<file path="src/pkg/tmr_pkg.sv">
// Register map, field positions and reset values of the cascadable timer pair
package tmr_pkg;
    localparam int          ADDR_W          = 4;
    localparam int          CNT_W           = 16;
    // Word offsets (byte address = 4 * index)
    localparam logic [3:0]  IDX_CTRL0       = 4'h0;
    localparam logic [3:0]  IDX_RELOAD0     = 4'h1;
    localparam logic [3:0]  IDX_COUNT0      = 4'h2;
    localparam logic [3:0]  IDX_CTRL1       = 4'h3;
    localparam logic [3:0]  IDX_RELOAD1     = 4'h4;
    localparam logic [3:0]  IDX_COUNT1      = 4'h5;
    localparam logic [3:0]  IDX_IRQ_STATUS  = 4'h6;
    localparam logic [3:0]  IDX_IRQ_MASK    = 4'h7;
    localparam logic [3:0]  IDX_PORT_DIR    = 4'h8;
    // Control register fields
    localparam int          CTRL_START      = 0;
    localparam int          CTRL_MODE_LO    = 1;
    localparam int          CTRL_PULSE_EN   = 3;
    localparam int          CTRL_TRIG_SEL   = 4;
    localparam int          CTRL_EDGE_RISE  = 5;
    localparam int          CTRL_SRC_LO     = 6;
    localparam int          CTRL_W          = 8;
    // Mode field
    localparam logic [1:0]  MODE_PERIODIC   = 2'h0;
    localparam logic [1:0]  MODE_EVENT      = 2'h1;
    localparam logic [1:0]  MODE_ONESHOT    = 2'h2;
    // Count source field
    localparam logic [1:0]  SRC_UNDIV       = 2'h0;
    localparam logic [1:0]  SRC_DIV8        = 2'h1;
    localparam logic [1:0]  SRC_DIV32       = 2'h2;
    localparam int          DIV8_N          = 8;
    localparam int          DIV32_N         = 32;
    // Reset values
    localparam logic [7:0]  CTRL_RST        = 8'h00;
    localparam logic [15:0] RELOAD_RST      = 16'hFFFF;
    localparam logic [31:0] UNMAPPED_RD     = 32'h0000_0000;
endpackage

</file>
<file path="src/rtl/tmr_prescaler.sv">
// Free-running divider giving one-cycle ticks at the selectable count rates
`timescale 1ns/10ps
module tmr_prescaler #(
    parameter int DIV_A = tmr_pkg::DIV8_N,
    parameter int DIV_B = tmr_pkg::DIV32_N
) (
    // Clock and reset
    input  wire logic CLK,
    input  wire logic RST,
    // Ticks
    output logic      tick_a,
    output logic      tick_b
);
    logic [5:0] div_r;

    always_ff @(posedge CLK) begin
        if (RST) begin
            div_r <= 6'h00;
        end else begin
            div_r <= div_r + 6'h01;
        end
    end

    assign tick_a = (div_r[2:0] == 3'(DIV_A - 1));
    assign tick_b = (div_r[4:0] == 5'(DIV_B - 1));
endmodule

</file>
<file path="src/rtl/tmr_stage.sv">
// One 16-bit down-counting timer stage with reload, modes and pulse output
`timescale 1ns/10ps
module tmr_stage #(
    parameter int CNT_W = tmr_pkg::CNT_W
) (
    // Clock and reset
    input  wire logic             CLK,
    input  wire logic             RST,
    // Configuration
    input  wire logic [7:0]       ctrl,
    input  wire logic [CNT_W-1:0] reload,
    input  wire logic             reload_wr,
    // Count events
    input  wire logic             src_tick,
    input  wire logic             event_tick,
    input  wire logic             trig_in,
    input  wire logic             ext_rise,
    input  wire logic             ext_fall,
    // Results
    output logic [CNT_W-1:0]      count,
    output logic                  underflow,
    output logic                  pulse_out
);
    typedef enum logic [1:0] {ST_IDLE, ST_ARMED, ST_RUN} stage_state_t;

    stage_state_t     state_r;
    logic [CNT_W-1:0] cnt_r;
    logic             pulse_r;
    logic             start;
    logic [1:0]       mode;
    logic             step;
    logic             ext_edge;
    logic             os_done;

    assign start    = ctrl[tmr_pkg::CTRL_START];
    assign mode     = ctrl[tmr_pkg::CTRL_MODE_LO +: 2];
    assign ext_edge = ctrl[tmr_pkg::CTRL_EDGE_RISE] ? ext_rise : ext_fall;
    assign step     = (mode == tmr_pkg::MODE_EVENT) ? event_tick : src_tick;
    assign os_done  = (state_r == ST_RUN) && step && (cnt_r == '0);

    always_ff @(posedge CLK) begin
        if (RST) begin
            state_r <= ST_IDLE;
        end else if (!start) begin
            state_r <= ST_IDLE;
        end else begin
            case (state_r)
                ST_IDLE: begin
                    if (mode != tmr_pkg::MODE_ONESHOT) begin
                        state_r <= ST_RUN;
                    end else if (ctrl[tmr_pkg::CTRL_TRIG_SEL]) begin
                        state_r <= ST_ARMED;
                    end else if (trig_in) begin
                        state_r <= ST_RUN;
                    end
                end
                ST_ARMED: begin
                    if (ext_edge) begin
                        state_r <= ST_RUN;
                    end
                end
                default: begin
                    if (mode == tmr_pkg::MODE_ONESHOT && os_done) begin
                        state_r <= ctrl[tmr_pkg::CTRL_TRIG_SEL] ? ST_ARMED : ST_IDLE;
                    end
                end
            endcase
        end
    end

    always_ff @(posedge CLK) begin
        if (RST) begin
            cnt_r <= tmr_pkg::RELOAD_RST;
        end else if (reload_wr && state_r != ST_RUN) begin
            cnt_r <= reload;
        end else if (state_r == ST_RUN && step) begin
            if (cnt_r == '0) begin
                cnt_r <= reload;
            end else begin
                cnt_r <= cnt_r - 1'b1;
            end
        end
    end

    assign underflow = (state_r == ST_RUN) && step && (cnt_r == '0) && start;
    assign count     = cnt_r;

    always_ff @(posedge CLK) begin
        if (RST) begin
            pulse_r <= 1'b0;
        end else if (!ctrl[tmr_pkg::CTRL_PULSE_EN] || !start) begin
            pulse_r <= 1'b0;
        end else if (mode == tmr_pkg::MODE_ONESHOT) begin
            if (os_done) begin
                pulse_r <= 1'b0;
            end else if (state_r == ST_RUN) begin
                pulse_r <= 1'b1;
            end else if (state_r == ST_IDLE && trig_in && !ctrl[tmr_pkg::CTRL_TRIG_SEL]) begin
                pulse_r <= 1'b1;
            end else if (state_r == ST_ARMED && ext_edge) begin
                pulse_r <= 1'b1;
            end
        end else if (underflow) begin
            pulse_r <= ~pulse_r;
        end
    end

    assign pulse_out = pulse_r;
endmodule

</file>
<file path="src/rtl/cascadable_timer_pair.sv">
// Two cascadable 16-bit timers with Avalon-MM registers and an interrupt
`timescale 1ns/10ps
module cascadable_timer_pair (
    // Clock and reset
    input  wire logic        CLK,
    input  wire logic        RST,
    // Avalon-MM slave
    input  wire logic [3:0]  AVS_ADDRESS,
    input  wire logic        AVS_READ,
    input  wire logic        AVS_WRITE,
    input  wire logic [31:0] AVS_WRITEDATA,
    input  wire logic [3:0]  AVS_BYTEENABLE,
    output logic [31:0]      AVS_READDATA,
    output logic             AVS_WAITREQUEST,
    // First timer pin
    input  wire logic        FIRST_TIMER_IO_PIN_IN,
    output logic             FIRST_TIMER_IO_PIN_OUT,
    output logic             FIRST_TIMER_IO_PIN_OE_N,
    // Second timer pin
    input  wire logic        SECOND_TIMER_IO_PIN_IN,
    output logic             SECOND_TIMER_IO_PIN_OUT,
    output logic             SECOND_TIMER_IO_PIN_OE_N,
    // Interrupt
    output logic             IRQ
);
    localparam int N = 2;

    logic [7:0]  ctrl_r   [N];
    logic [15:0] reload_r [N];
    logic [N-1:0] reload_wr;
    logic [15:0] count    [N];
    logic [N-1:0] uf;
    logic [N-1:0] pulse;
    logic [N-1:0] src_tick;
    logic [N-1:0] ev_tick;
    logic [N-1:0] pin_in;
    logic [N-1:0] pin_d_r;
    logic [N-1:0] rise;
    logic [N-1:0] fall;
    logic [N-1:0] dir_r;
    logic [N-1:0] status_r;
    logic [N-1:0] mask_r;
    logic [N-1:0] pin_out_r;
    logic [N-1:0] pin_oe_n_r;
    logic         irq_r;
    logic [31:0]  rdata_r;
    logic [31:0]  rdata_nxt;
    logic         ack_r;
    logic         wait_r;
    logic         tick8;
    logic         tick32;
    logic         wr_go;
    logic         rd_go;
    logic [31:0]  wmask;

    // Byte enables expand to a bit mask
    function automatic logic [31:0] be_mask(input logic [3:0] be);
        be_mask = {{8{be[3]}}, {8{be[2]}}, {8{be[1]}}, {8{be[0]}}};
    endfunction

    // Source select shared by both stages
    function automatic logic sel_src(input logic [1:0] sel, input logic t8, input logic t32);
        if (sel == tmr_pkg::SRC_UNDIV) begin
            sel_src = 1'b1;
        end else if (sel == tmr_pkg::SRC_DIV8) begin
            sel_src = t8;
        end else if (sel == tmr_pkg::SRC_DIV32) begin
            sel_src = t32;
        end else begin
            sel_src = 1'b0;
        end
    endfunction

    // A write lands only on the edge that completes the transfer
    assign wr_go = AVS_WRITE && ack_r;
    assign rd_go = AVS_READ && !ack_r;
    assign wmask = be_mask(AVS_BYTEENABLE);

    assign pin_in = {SECOND_TIMER_IO_PIN_IN, FIRST_TIMER_IO_PIN_IN};

    tmr_prescaler u_pre (
        .CLK    (CLK),
        .RST    (RST),
        .tick_a (tick8),
        .tick_b (tick32)
    );

    always_ff @(posedge CLK) begin
        if (RST) begin
            // Idle pin level is high, so no false edge follows reset
            pin_d_r <= '1;
        end else begin
            pin_d_r <= pin_in;
        end
    end

    assign rise = pin_in & ~pin_d_r;
    assign fall = ~pin_in & pin_d_r;

    assign src_tick[0] = sel_src(ctrl_r[0][tmr_pkg::CTRL_SRC_LO +: 2], tick8, tick32);
    assign src_tick[1] = sel_src(ctrl_r[1][tmr_pkg::CTRL_SRC_LO +: 2], tick8, tick32);
    assign ev_tick[0]  = fall[0];
    assign ev_tick[1]  = uf[0];

    genvar g;
    generate
        for (g = 0; g < N; g++) begin : g_stage
            tmr_stage u_stage (
                .CLK        (CLK),
                .RST        (RST),
                .ctrl       (ctrl_r[g]),
                .reload     (reload_r[g]),
                .reload_wr  (reload_wr[g]),
                .src_tick   (src_tick[g]),
                .event_tick (ev_tick[g]),
                .trig_in    ((g == 1) ? uf[0] : 1'b0),
                .ext_rise   (rise[0]),
                .ext_fall   (fall[0]),
                .count      (count[g]),
                .underflow  (uf[g]),
                .pulse_out  (pulse[g])
            );
        end
    endgenerate

    // Control registers
    always_ff @(posedge CLK) begin
        if (RST) begin
            ctrl_r[0] <= tmr_pkg::CTRL_RST;
            ctrl_r[1] <= tmr_pkg::CTRL_RST;
        end else if (wr_go) begin
            if (AVS_ADDRESS == tmr_pkg::IDX_CTRL0) begin
                ctrl_r[0] <= (ctrl_r[0] & ~wmask[7:0]) | (AVS_WRITEDATA[7:0] & wmask[7:0]);
            end else if (AVS_ADDRESS == tmr_pkg::IDX_CTRL1) begin
                ctrl_r[1] <= (ctrl_r[1] & ~wmask[7:0]) | (AVS_WRITEDATA[7:0] & wmask[7:0]);
            end
        end
    end

    // Reload registers
    always_ff @(posedge CLK) begin
        if (RST) begin
            reload_r[0] <= tmr_pkg::RELOAD_RST;
            reload_r[1] <= tmr_pkg::RELOAD_RST;
        end else if (wr_go) begin
            if (AVS_ADDRESS == tmr_pkg::IDX_RELOAD0) begin
                reload_r[0] <= (reload_r[0] & ~wmask[15:0])
                             | (AVS_WRITEDATA[15:0] & wmask[15:0]);
            end else if (AVS_ADDRESS == tmr_pkg::IDX_RELOAD1) begin
                reload_r[1] <= (reload_r[1] & ~wmask[15:0])
                             | (AVS_WRITEDATA[15:0] & wmask[15:0]);
            end
        end
    end

    // Strobe that lets an idle stage take the new reload value
    always_ff @(posedge CLK) begin
        if (RST) begin
            reload_wr <= '0;
        end else begin
            reload_wr[0] <= wr_go && (AVS_ADDRESS == tmr_pkg::IDX_RELOAD0);
            reload_wr[1] <= wr_go && (AVS_ADDRESS == tmr_pkg::IDX_RELOAD1);
        end
    end

    // Interrupt mask
    always_ff @(posedge CLK) begin
        if (RST) begin
            mask_r <= '0;
        end else if (wr_go && AVS_ADDRESS == tmr_pkg::IDX_IRQ_MASK) begin
            mask_r <= (mask_r & ~wmask[N-1:0]) | (AVS_WRITEDATA[N-1:0] & wmask[N-1:0]);
        end
    end

    // Port direction, bit 0 first pin, bit 1 second pin
    always_ff @(posedge CLK) begin
        if (RST) begin
            dir_r <= '0;
        end else if (wr_go && AVS_ADDRESS == tmr_pkg::IDX_PORT_DIR) begin
            dir_r <= (dir_r & ~wmask[N-1:0]) | (AVS_WRITEDATA[N-1:0] & wmask[N-1:0]);
        end
    end

    // Sticky status: set wins over write-one-to-clear
    always_ff @(posedge CLK) begin
        if (RST) begin
            status_r <= '0;
        end else begin
            if (wr_go && AVS_ADDRESS == tmr_pkg::IDX_IRQ_STATUS) begin
                status_r <= (status_r & ~(AVS_WRITEDATA[N-1:0] & wmask[N-1:0])) | uf;
            end else begin
                status_r <= status_r | uf;
            end
        end
    end

    always_ff @(posedge CLK) begin
        if (RST) begin
            irq_r <= 1'b0;
        end else begin
            irq_r <= |(status_r & mask_r);
        end
    end

    // Pin drivers
    always_ff @(posedge CLK) begin
        if (RST) begin
            pin_out_r  <= '0;
            pin_oe_n_r <= '1;
        end else begin
            pin_out_r  <= pulse;
            pin_oe_n_r <= ~(dir_r & {ctrl_r[1][tmr_pkg::CTRL_PULSE_EN],
                                     ctrl_r[0][tmr_pkg::CTRL_PULSE_EN]});
        end
    end

    // Read decode of the addressed register
    always_comb begin
        rdata_nxt = tmr_pkg::UNMAPPED_RD;
        if (AVS_ADDRESS == tmr_pkg::IDX_CTRL0) begin
            rdata_nxt = {24'h00_0000, ctrl_r[0]};
        end else if (AVS_ADDRESS == tmr_pkg::IDX_CTRL1) begin
            rdata_nxt = {24'h00_0000, ctrl_r[1]};
        end else if (AVS_ADDRESS == tmr_pkg::IDX_RELOAD0) begin
            rdata_nxt = {16'h0000, reload_r[0]};
        end else if (AVS_ADDRESS == tmr_pkg::IDX_RELOAD1) begin
            rdata_nxt = {16'h0000, reload_r[1]};
        end else if (AVS_ADDRESS == tmr_pkg::IDX_COUNT0) begin
            rdata_nxt = {16'h0000, count[0]};
        end else if (AVS_ADDRESS == tmr_pkg::IDX_COUNT1) begin
            rdata_nxt = {16'h0000, count[1]};
        end else if (AVS_ADDRESS == tmr_pkg::IDX_IRQ_STATUS) begin
            rdata_nxt = {30'h0000_0000, status_r};
        end else if (AVS_ADDRESS == tmr_pkg::IDX_IRQ_MASK) begin
            rdata_nxt = {30'h0000_0000, mask_r};
        end else if (AVS_ADDRESS == tmr_pkg::IDX_PORT_DIR) begin
            rdata_nxt = {30'h0000_0000, dir_r};
        end
    end

    // Bus answer: one wait cycle, then waitrequest low for one cycle
    always_ff @(posedge CLK) begin
        if (RST) begin
            ack_r  <= 1'b0;
            wait_r <= 1'b1;
        end else begin
            ack_r  <= (AVS_READ || AVS_WRITE) && !ack_r;
            wait_r <= !((AVS_READ || AVS_WRITE) && !ack_r);
        end
    end

    // Read data is captured on the first edge that sees the request
    always_ff @(posedge CLK) begin
        if (RST) begin
            rdata_r <= tmr_pkg::UNMAPPED_RD;
        end else if (rd_go) begin
            rdata_r <= rdata_nxt;
        end
    end

    assign AVS_READDATA             = rdata_r;
    assign AVS_WAITREQUEST          = wait_r;
    assign FIRST_TIMER_IO_PIN_OUT   = pin_out_r[0];
    assign SECOND_TIMER_IO_PIN_OUT  = pin_out_r[1];
    assign FIRST_TIMER_IO_PIN_OE_N  = pin_oe_n_r[0];
    assign SECOND_TIMER_IO_PIN_OE_N = pin_oe_n_r[1];
    assign IRQ                      = irq_r;
endmodule

</file>
<file path="config.mk">
export PLATFORM = sky130hd
export DESIGN_NAME = cascadable_timer_pair
export DESIGN_NICKNAME = d
export VERILOG_FILES = /design/src/pkg/tmr_pkg.sv /design/src/rtl/tmr_prescaler.sv /design/src/rtl/tmr_stage.sv /design/src/rtl/cascadable_timer_pair.sv
export SDC_FILE = /design/constraint.sdc
export NUM_CORES = 1
export LEC_CHECK = 0
export ABC_AREA = 0
export ABC_CLOCK_PERIOD_IN_PS = 5250
export BUFFER_PORTS_ARGS = -buffer_cell sky130_fd_sc_hd__buf_2
export CELL_PAD_IN_SITES_DETAIL_PLACEMENT = 1
export CELL_PAD_IN_SITES_GLOBAL_PLACEMENT = 2
export CORE_ASPECT_RATIO = 1.75
export CORE_MARGIN = 2
export CORE_UTILIZATION = 38
export DETAILED_ROUTE_END_ITERATION = 6
export GPL_ROUTABILITY_DRIVEN = 0
export HOLD_SLACK_MARGIN = 0.12
export PLACE_DENSITY = 0.92
export REMOVE_ABC_BUFFERS = 1
export SETUP_SLACK_MARGIN = 0.5
export SLEW_MARGIN = 5
export SYNTH_ARGS = -nofsm -noshare
export SYNTH_HDL_FRONTEND = slang
export SYNTH_SLANG_ARGS = --single-unit
</file>
<file path="constraint.sdc">
create_clock -name CLK -period 5.25 [get_ports CLK]
set_input_delay 0.7875 -clock CLK [delete_from_list [all_inputs] [get_ports CLK]]
set_output_delay 0.7875 -clock CLK [all_outputs]
set_load 0.05 [all_outputs]
</file>
==> flow_metrics.env, run 1 <==
export IMPL_power_density_nw_per_um2=321
export IMPL_multiInputGateArea_um2=3400
export IMPL_synthDominantCellAreaShare=0.223
export IMPL_grt_usage=0.249
export IMPL_htreeDepth=4
export IMPL_post_synth_xor_area_fraction=0.00130
export IMPL_post_cts_resize_count=0
export IMPL_worst_hold_path_type="reg2reg"
export IMPL_fmaxAchievable_ghz=0.326
export IMPL_timing_setup_tns_ns=0
export IMPL_count_of_flip_flops_with_a_built_in_enable_after_synthesis=48
export IMPL_remaining_drc_errors=18
export IMPL_drtAntennaViolNets=0
export IMPL_synth_area_per_cell_um2=8.40
export IMPL_maxSlewHeadroom=0.179
export IMPL_drv_slew=0
export IMPL_layout_filler_cells=2175
export IMPL_cts_made_buffers=17
export IMPL_dpl_hpwl_mm=16.7
export IMPL_placement_cell_area_um2=7130
export IMPL_cellLeakagePower_nw=3.00
export IMPL_cts_reportedPaths_clkPinSlew_ns=0.06
export IMPL_worst_clock_skew_ns=0.0105
export IMPL_core_area_um2=17500
export IMPL_synthTopCellsByArea="sky130_fd_sc_hd__dfxtp_1, sky130_fd_sc_hd__edfxtp_1, sky130_fd_sc_hd__o21ai_0, sky130_fd_sc_hd__a21oi_1, sky130_fd_sc_hd__nand2_1"
export IMPL_critPathMaxFanout=19
export IMPL_insertedDiodeCount=0
export IMPL_cts_root_to_sink_buffers=2
export IMPL_route_detailed_wl_per_inst_um=21.3
export IMPL_grt_max_degree=50
export IMPL_synthSimpleGateAreaFrac=0.216
export IMPL_syn2layout_area_growth_pct=14.8
export IMPL_synth_area_leader_cell="sky130_fd_sc_hd__dfxtp_1"
export IMPL_arrival_time_of_data_at_the_critical_path_endpoint_ns=3.39
export IMPL_detail_route_first_pass_iterations=7
export IMPL_chipHeight_um=180
export IMPL_post_route_min_period_ns=3.07
export IMPL_synth_sequential_area_ratio=0.437
export IMPL_yosys_mux_area_fraction=0.0104
export IMPL_outcome="complete, but fails checks"
export IMPL_post_cts_hold_buffer_count=0
export IMPL_initialDrtViolationCount=425
export IMPL_post_cts_repair_setup_buffers=0
export IMPL_site_row_count=64
export IMPL_globalRoute_totalOverflow=0
export IMPL_layout_cell_area_non_filler_um2=7740
export IMPL_critical_path_slowest_cell="sky130_fd_sc_hd__or4_1"
export IMPL_ys_async_sr_fraction=0
export IMPL_timing_max_cap_violations=0
export IMPL_synth_lib_cells_used_distinct=63
export IMPL_die_width_um=105
export IMPL_report_final_setup_viol=0
export IMPL_worst_slew_pin_slew_ns=1.22
export IMPL_critPathTopFamily="compound AO/OA/AOI/OAI gates"
export IMPL_unrepaired_setup_endpoints_after_global_routing="no"
export IMPL_syn_instance_count=803
export IMPL_cts_sinks=123
export IMPL_cp_start_kind="register"
export IMPL_ctsRootBufferMaster="sky130_fd_sc_hd__clkbuf_16"
export IMPL_num_vias=6357
export IMPL_io_buffers=48
export IMPL_post_drt_via_cell_ratio=5.89
export IMPL_yosys_warnings=0
export IMPL_finalHoldViolations=0
export IMPL_peakVddDrop_uv=184
export IMPL_area_taken_by_flip_flops_and_latches_um2=2940
export IMPL_critPathCaptureType="register"
export IMPL_most_common_layout_cells="sky130_fd_sc_hd__o21ai_0, sky130_fd_sc_hd__nand2_1, sky130_fd_sc_hd__dfxtp_1, sky130_fd_sc_hd__a21oi_1, sky130_fd_sc_hd__nor2_1"
export IMPL_io_pins=84
export IMPL_synth_main_ff_cell="sky130_fd_sc_hd__dfxtp_1"
export IMPL_cp_cell_sequence="ha_1, and3_1, ha_1, nand2b_1, o2111a_1, or4_1, a21oi_4, o21ai_1, a221o_1"
export IMPL_area_of_the_mapped_netlist_um2=6740
export IMPL_violations="design-rule violations"
export IMPL_drt_total_wl_mm=23.0
export IMPL_number_of_global_route_vias_before_repair=6653
export IMPL_period_share=0.585
export IMPL_nNetsFinal=889
export IMPL_dominant_combinational_cell_family_by_area_after_synthesis="compound AO/OA/AOI/OAI gates"
export IMPL_grt_antenna_before_repair=0
export IMPL_cts_tree="built"
export IMPL_worst_path_largest_cell_delay_ns=0.79
export IMPL_die_outline_area_um2=18900
export IMPL_yosys_area_share_adder=0.0130
export IMPL_initial_utilization=0.386
export IMPL_layout_drive_gt1_share=0.120
export IMPL_critical_path_class="reg2reg"
export IMPL_postSynthRegisterBits=123
export IMPL_first_pass_grt_wire_length_mm=36.5
export IMPL_cpMostUsedCell="sky130_fd_sc_hd__ha_1"
export IMPL_number_of_buffers_and_inverters_on_the_critical_path=0
export IMPL_synth_compound_area_frac=0.254
export IMPL_crit_required_ns=5.57
export IMPL_worst_skew_pair_late_latency_ns=0.43
cells in the mapped netlist, types with 17 or more instances:
cell type and instances:
sky130_fd_sc_hd__a21oi_1 63, sky130_fd_sc_hd__o21ai_1 18, sky130_fd_sc_hd__buf_4 17, sky130_fd_sc_hd__nand2b_1 30, sky130_fd_sc_hd__inv_1 44, sky130_fd_sc_hd__nand3_1 24
sky130_fd_sc_hd__edfxtp_1 48, sky130_fd_sc_hd__dfxtp_1 75, sky130_fd_sc_hd__nor2_1 62, sky130_fd_sc_hd__nand2_1 81, sky130_fd_sc_hd__clkbuf_1 40, sky130_fd_sc_hd__nor2b_1 20
sky130_fd_sc_hd__o21ai_0 81
per-layer routing:
| layer | part of all wire | up-vias | global-route usage |
|---|---|---|---|
| met5 | 0 | - | 0 |
| met4 | 0.063 | 0 | 0.167 |
| met3 | 0.032 | 68 | 0.0329 |
| met2 | 0.53 | 189 | 0.453 |
| met1 | 0.38 | 3131 | 0.263 |
| li1 | - | 2969 | - |
kinds of logic after synthesis:
family          count (synthesis)
simple gates                  289
compound gates                270
flops                         123
buf+inv                       105
fa+ha+maj                       7
mux                             7
other cells                     1
xor+xnor                        1
report_power, final:
group / total (mW) / switching, mW / internal (mW)
sequential: 1.03 / 0.0185 / 1.01
clock: 1.24 / 0.487 / 0.756
combinational: 0.215 / 0.161 / 0.0538
total: 2.49 / 0.666 / 1.82
state kept, by name, summed over array words and instances (netlist names), named ones only:
name / flops
u_pre.div_r: 5
ctrl_r: 16
reload_r: 32
g_stage.u_stage.pulse_out: 2
reload_wr: 2
g_stage.u_stage.state_r: 4
pin_out_r: 2
ack_r: 1
status_r: 2
AVS_WAITREQUEST: 1
AVS_READDATA: 16
pin_oe_n_r: 2
pin_d_r: 1
g_stage.u_stage.count: 32
IRQ: 1
per-stage QoR:
| stage | setup WS (ns) | power [mW] | hold slack (ns) | std cells | utilization |
|---|---|---|---|---|---|
| 5_1_grt | 2.05 | 2.55 | 0.453 | 1080 | 0.443 |
| 2_1_floorplan | 2.58 | 1.17 | 0.380 | 757 | - |
| 3_3_place_gp | 2.12 | 1.26 | 0.421 | 1048 | 0.408 |
| 3_5_place_dp | 2.00 | 1.26 | 0.414 | 1048 | 0.408 |
| 4_1_cts | 2.17 | 2.50 | 0.427 | 1080 | 0.443 |
| 6_report | 2.18 | 2.49 | 0.421 | 1080 | 0.443 |
worst register-to-register path: cells and delay by family (launching register included):
family / cells / cell delay, ns
compound gates: 4 / 1.22
simple gates: 3 / 1.02
fa+ha+maj: 2 / 0.37
flops: 1 / 0.35
final cells by class:
class / count / area share
clock inverter: 14 / 0.0238
tap: 231 / 0.0373
multi-input combinational: 590 / 0.439
timing repair buffer: 60 / 0.0427
inverter: 44 / 0.0213
clock buffer: 18 / 0.0554
sequential: 123 / 0.380
path summary, 6_finish.rpt:
kind | slack, ns | to | from | depth (start not counted)
hold reg to reg | 0.42 | pin_oe_n_r[1] | register | 1
setup reg to reg | 2.18 | g_stage[1].u_stage.count[0] | u_pre.div_r[0] | 9
hold / removal | 0.42 | pin_oe_n_r[1] | register | 1
setup / recovery | 2.18 | g_stage[1].u_stage.count[0] | u_pre.div_r[0] | 9
Power figures use the tool's default switching activity.
==> run 2, diff against run 1 <==
--- a/config.mk
+++ b/config.mk
@@ -6,17 +6,17 @@
 export NUM_CORES = 1
 export LEC_CHECK = 0
 export ABC_AREA = 0
-export ABC_CLOCK_PERIOD_IN_PS = 5250
+export ABC_CLOCK_PERIOD_IN_PS = 3200
 export BUFFER_PORTS_ARGS = -buffer_cell sky130_fd_sc_hd__buf_2
 export CELL_PAD_IN_SITES_DETAIL_PLACEMENT = 1
 export CELL_PAD_IN_SITES_GLOBAL_PLACEMENT = 2
 export CORE_ASPECT_RATIO = 1.75
 export CORE_MARGIN = 2
-export CORE_UTILIZATION = 38
+export CORE_UTILIZATION = 35
 export DETAILED_ROUTE_END_ITERATION = 6
 export GPL_ROUTABILITY_DRIVEN = 0
 export HOLD_SLACK_MARGIN = 0.12
-export PLACE_DENSITY = 0.92
+export PLACE_DENSITY = 0.86
 export REMOVE_ABC_BUFFERS = 1
 export SETUP_SLACK_MARGIN = 0.5
 export SLEW_MARGIN = 5
==> constraint.sdc (replaced) <==
create_clock -name CLK -period 3.2 [get_ports CLK]
set_input_delay 0.48 -clock CLK [delete_from_list [all_inputs] [get_ports CLK]]
set_output_delay 0.48 -clock CLK [all_outputs]
set_load 0.05 [all_outputs]
==> run 2 against run 1 <==
  * The flow now finishes without violations
  * Sequential cell count unchanged
  * Global-route usage down 1.1 points
  * Utilization down 2.9 points
  * Sequential share of layout area down 0.73 points
  * Cell count up 2.7%
  * Register-to-register slack worse by 1.5 ns
  * Routed wire length up 1.1%
  * Via count up 0.47%
==> flow_metrics.env, run 2 (synthesized netlist as in run 1, its figures left out) <==
export IMPL_outcome="finished clean"
export IMPL_final_util=0.415
export IMPL_critPathCaptureType="register"
export IMPL_grt_usage=0.238
export IMPL_globalRoute_totalOverflow=0
export IMPL_grt_max_degree=49
export IMPL_io_buffers=48
export IMPL_site_row_count=67
export IMPL_use_met2=0.407
export IMPL_post_cts_hold_buffer_count=0
export IMPL_placement_cell_area_um2=7260
export IMPL_cts_tree="built"
export IMPL_remaining_drc_errors=0
export IMPL_detail_route_first_pass_iterations=5
export IMPL_die_outline_area_um2=20400
export IMPL_core_area_um2=19000
export IMPL_number_of_global_route_vias_before_repair=6652
export IMPL_htreeDepth=4
export IMPL_worst_slew_pin_slew_ns=1.23
export IMPL_first_pass_grt_wire_length_mm=36.7
export IMPL_chipHeight_um=188
export IMPL_post_route_min_period_ns=2.54
export IMPL_grt_antenna_before_repair=0
export IMPL_worst_hold_path_type="in2reg"
export IMPL_initial_utilization=0.354
export IMPL_timing_startpoint_of_the_critical_path="u_pre.div_r[0]"
export IMPL_cts_root_to_sink_buffers=2
export IMPL_critPathMaxFanout=11
export IMPL_r2r_worst_path_cells=9
export IMPL_dpl_hpwl_mm=17.3
export IMPL_worst_skew_pair_late_latency_ns=0.42
export IMPL_timing_setup_tns_ns=0
export IMPL_drv_slew=0
export IMPL_power_density_nw_per_um2=510
export IMPL_fmaxAchievable_ghz=0.394
export IMPL_worst_r2r_startpoint="u_pre.div_r[0]"
export IMPL_route_detailed_wl_per_inst_um=21.0
export IMPL_nNetsFinal=908
export IMPL_post_drt_via_cell_ratio=5.76
export IMPL_worst_clock_skew_ns=0.00994
export IMPL_cellLeakagePower_nw=3.09
export IMPL_timing_reg2reg_setup_slack_ns=0.66
export IMPL_ctsRootBufferMaster="sky130_fd_sc_hd__clkbuf_16"
export IMPL_holdCritStartpoint="FIRST_TIMER_IO_PIN_IN"
export IMPL_global_route_usage_met1=0.263
export IMPL_layout_filler_cells=2254
export IMPL_drtAntennaViolNets=0
export IMPL_timing_max_cap_violations=0
export IMPL_syn2layout_area_growth_pct=17.1
export IMPL_initialDrtViolationCount=306
export IMPL_crit_required_ns=3.51
export IMPL_io_pins=84
export IMPL_arrival_time_of_data_at_the_critical_path_endpoint_ns=2.85
export IMPL_cp_start_kind="register"
export IMPL_num_vias=6387
export IMPL_layout_cell_area_non_filler_um2=7890
export IMPL_busiest_layer="met2"
export IMPL_report_final_setup_viol=0
export IMPL_unrepaired_setup_endpoints_after_global_routing="no"
export IMPL_cts_reportedPaths_clkPinSlew_ns=0.06
export IMPL_critical_path_class="reg2reg"
export IMPL_finalHoldViolations=0
export IMPL_maxSlewHeadroom=0.174
export IMPL_cts_made_buffers=17
export IMPL_most_common_layout_cells="sky130_fd_sc_hd__o21ai_0, sky130_fd_sc_hd__nand2_1, sky130_fd_sc_hd__dfxtp_1, sky130_fd_sc_hd__a21oi_1, sky130_fd_sc_hd__nor2_1"
export IMPL_layout_drive_gt1_share=0.143
export IMPL_period_share=0.794
export IMPL_peakVddDrop_uv=255
export IMPL_whs_path_depth=2
export IMPL_critical_path_reg2reg_endpoint="g_stage[1].u_stage.count[3]"
export IMPL_insertedDiodeCount=0
export IMPL_drt_total_wl_mm=23.3
export IMPL_hold_path_endpoint="pin_d_r[0]"
export IMPL_grtUsageMet3=0.0316
export IMPL_die_width_um=109
export IMPL_cts_sinks=123
[run 2: what timing repair did]
action / CTS / global route
pin swaps: 1 / 1
buffers inserted: 3 / 0
setup endpoints to repair: 13 / 9
gates resized for setup: 1 / 3
[run 2: cell type report]
class	instances	area, µm²	area share
Tap cell	241	302	0.0382
Clock inverter	14	160	0.0203
Clock buffer	18	429	0.0544
Multi-Input combinational cell	590	3410	0.432
Timing Repair Buffer	79	485	0.0615
Inverter	44	165	0.0209
Sequential cell	123	2940	0.373
[run 2: metal layers]
layer	vias to the layer above	part of all wire
met5	-	0
met4	0	0.072
met3	71	0.033
met2	184	0.51
met1	3120	0.38
li1	3012	-
[run 2: metrics by stage]
step / setup WS, ns / cells / hold WS [ns] / total power, mW
2_1_floorplan: 0.636 / 757 / 0.380 / 1.92
3_3_place_gp: 0.463 / 1074 / 0.422 / 2.07
3_5_place_dp: 0.428 / 1074 / 0.429 / 2.08
4_1_cts: 0.558 / 1109 / 0.294 / 4.05
5_1_grt: 0.513 / 1109 / 0.321 / 4.15
6_report: 0.659 / 1109 / 0.305 / 4.02
[run 2: worst max-delay path, stage by stage, from the launching register on]
cell                       delay (ns)
sky130_fd_sc_hd__dfxtp_1         0.35
sky130_fd_sc_hd__ha_1            0.18
sky130_fd_sc_hd__and3_1          0.15
sky130_fd_sc_hd__ha_1            0.16
sky130_fd_sc_hd__nand2b_1        0.06
sky130_fd_sc_hd__o2111a_1        0.17
sky130_fd_sc_hd__or4_4           0.58
sky130_fd_sc_hd__buf_4           0.19
sky130_fd_sc_hd__a21o_2          0.28
sky130_fd_sc_hd__o31a_1          0.30
[run 2: report_power, final]
group	leakage [nW]	switching, mW	internal [mW]
registers	0.999	0.0306	1.66
logic	1.81	0.265	0.0949
clock network	0.281	0.810	1.17
[run 2: how the worst max path moves through the flow]
stage | endpoint | slack [ns] | depth (start not counted)
floorplan | g_stage[0].u_stage.count[11] | 0.64 | 8
global placement | g_stage[1].u_stage.count[1] | 0.46 | 10
detailed placement | g_stage[1].u_stage.count[0] | 0.43 | 9
CTS | g_stage[1].u_stage.count[1] | 0.56 | 10
global route | g_stage[1].u_stage.state_r[0] | 0.51 | 10
finish | g_stage[1].u_stage.count[3] | 0.66 | 9
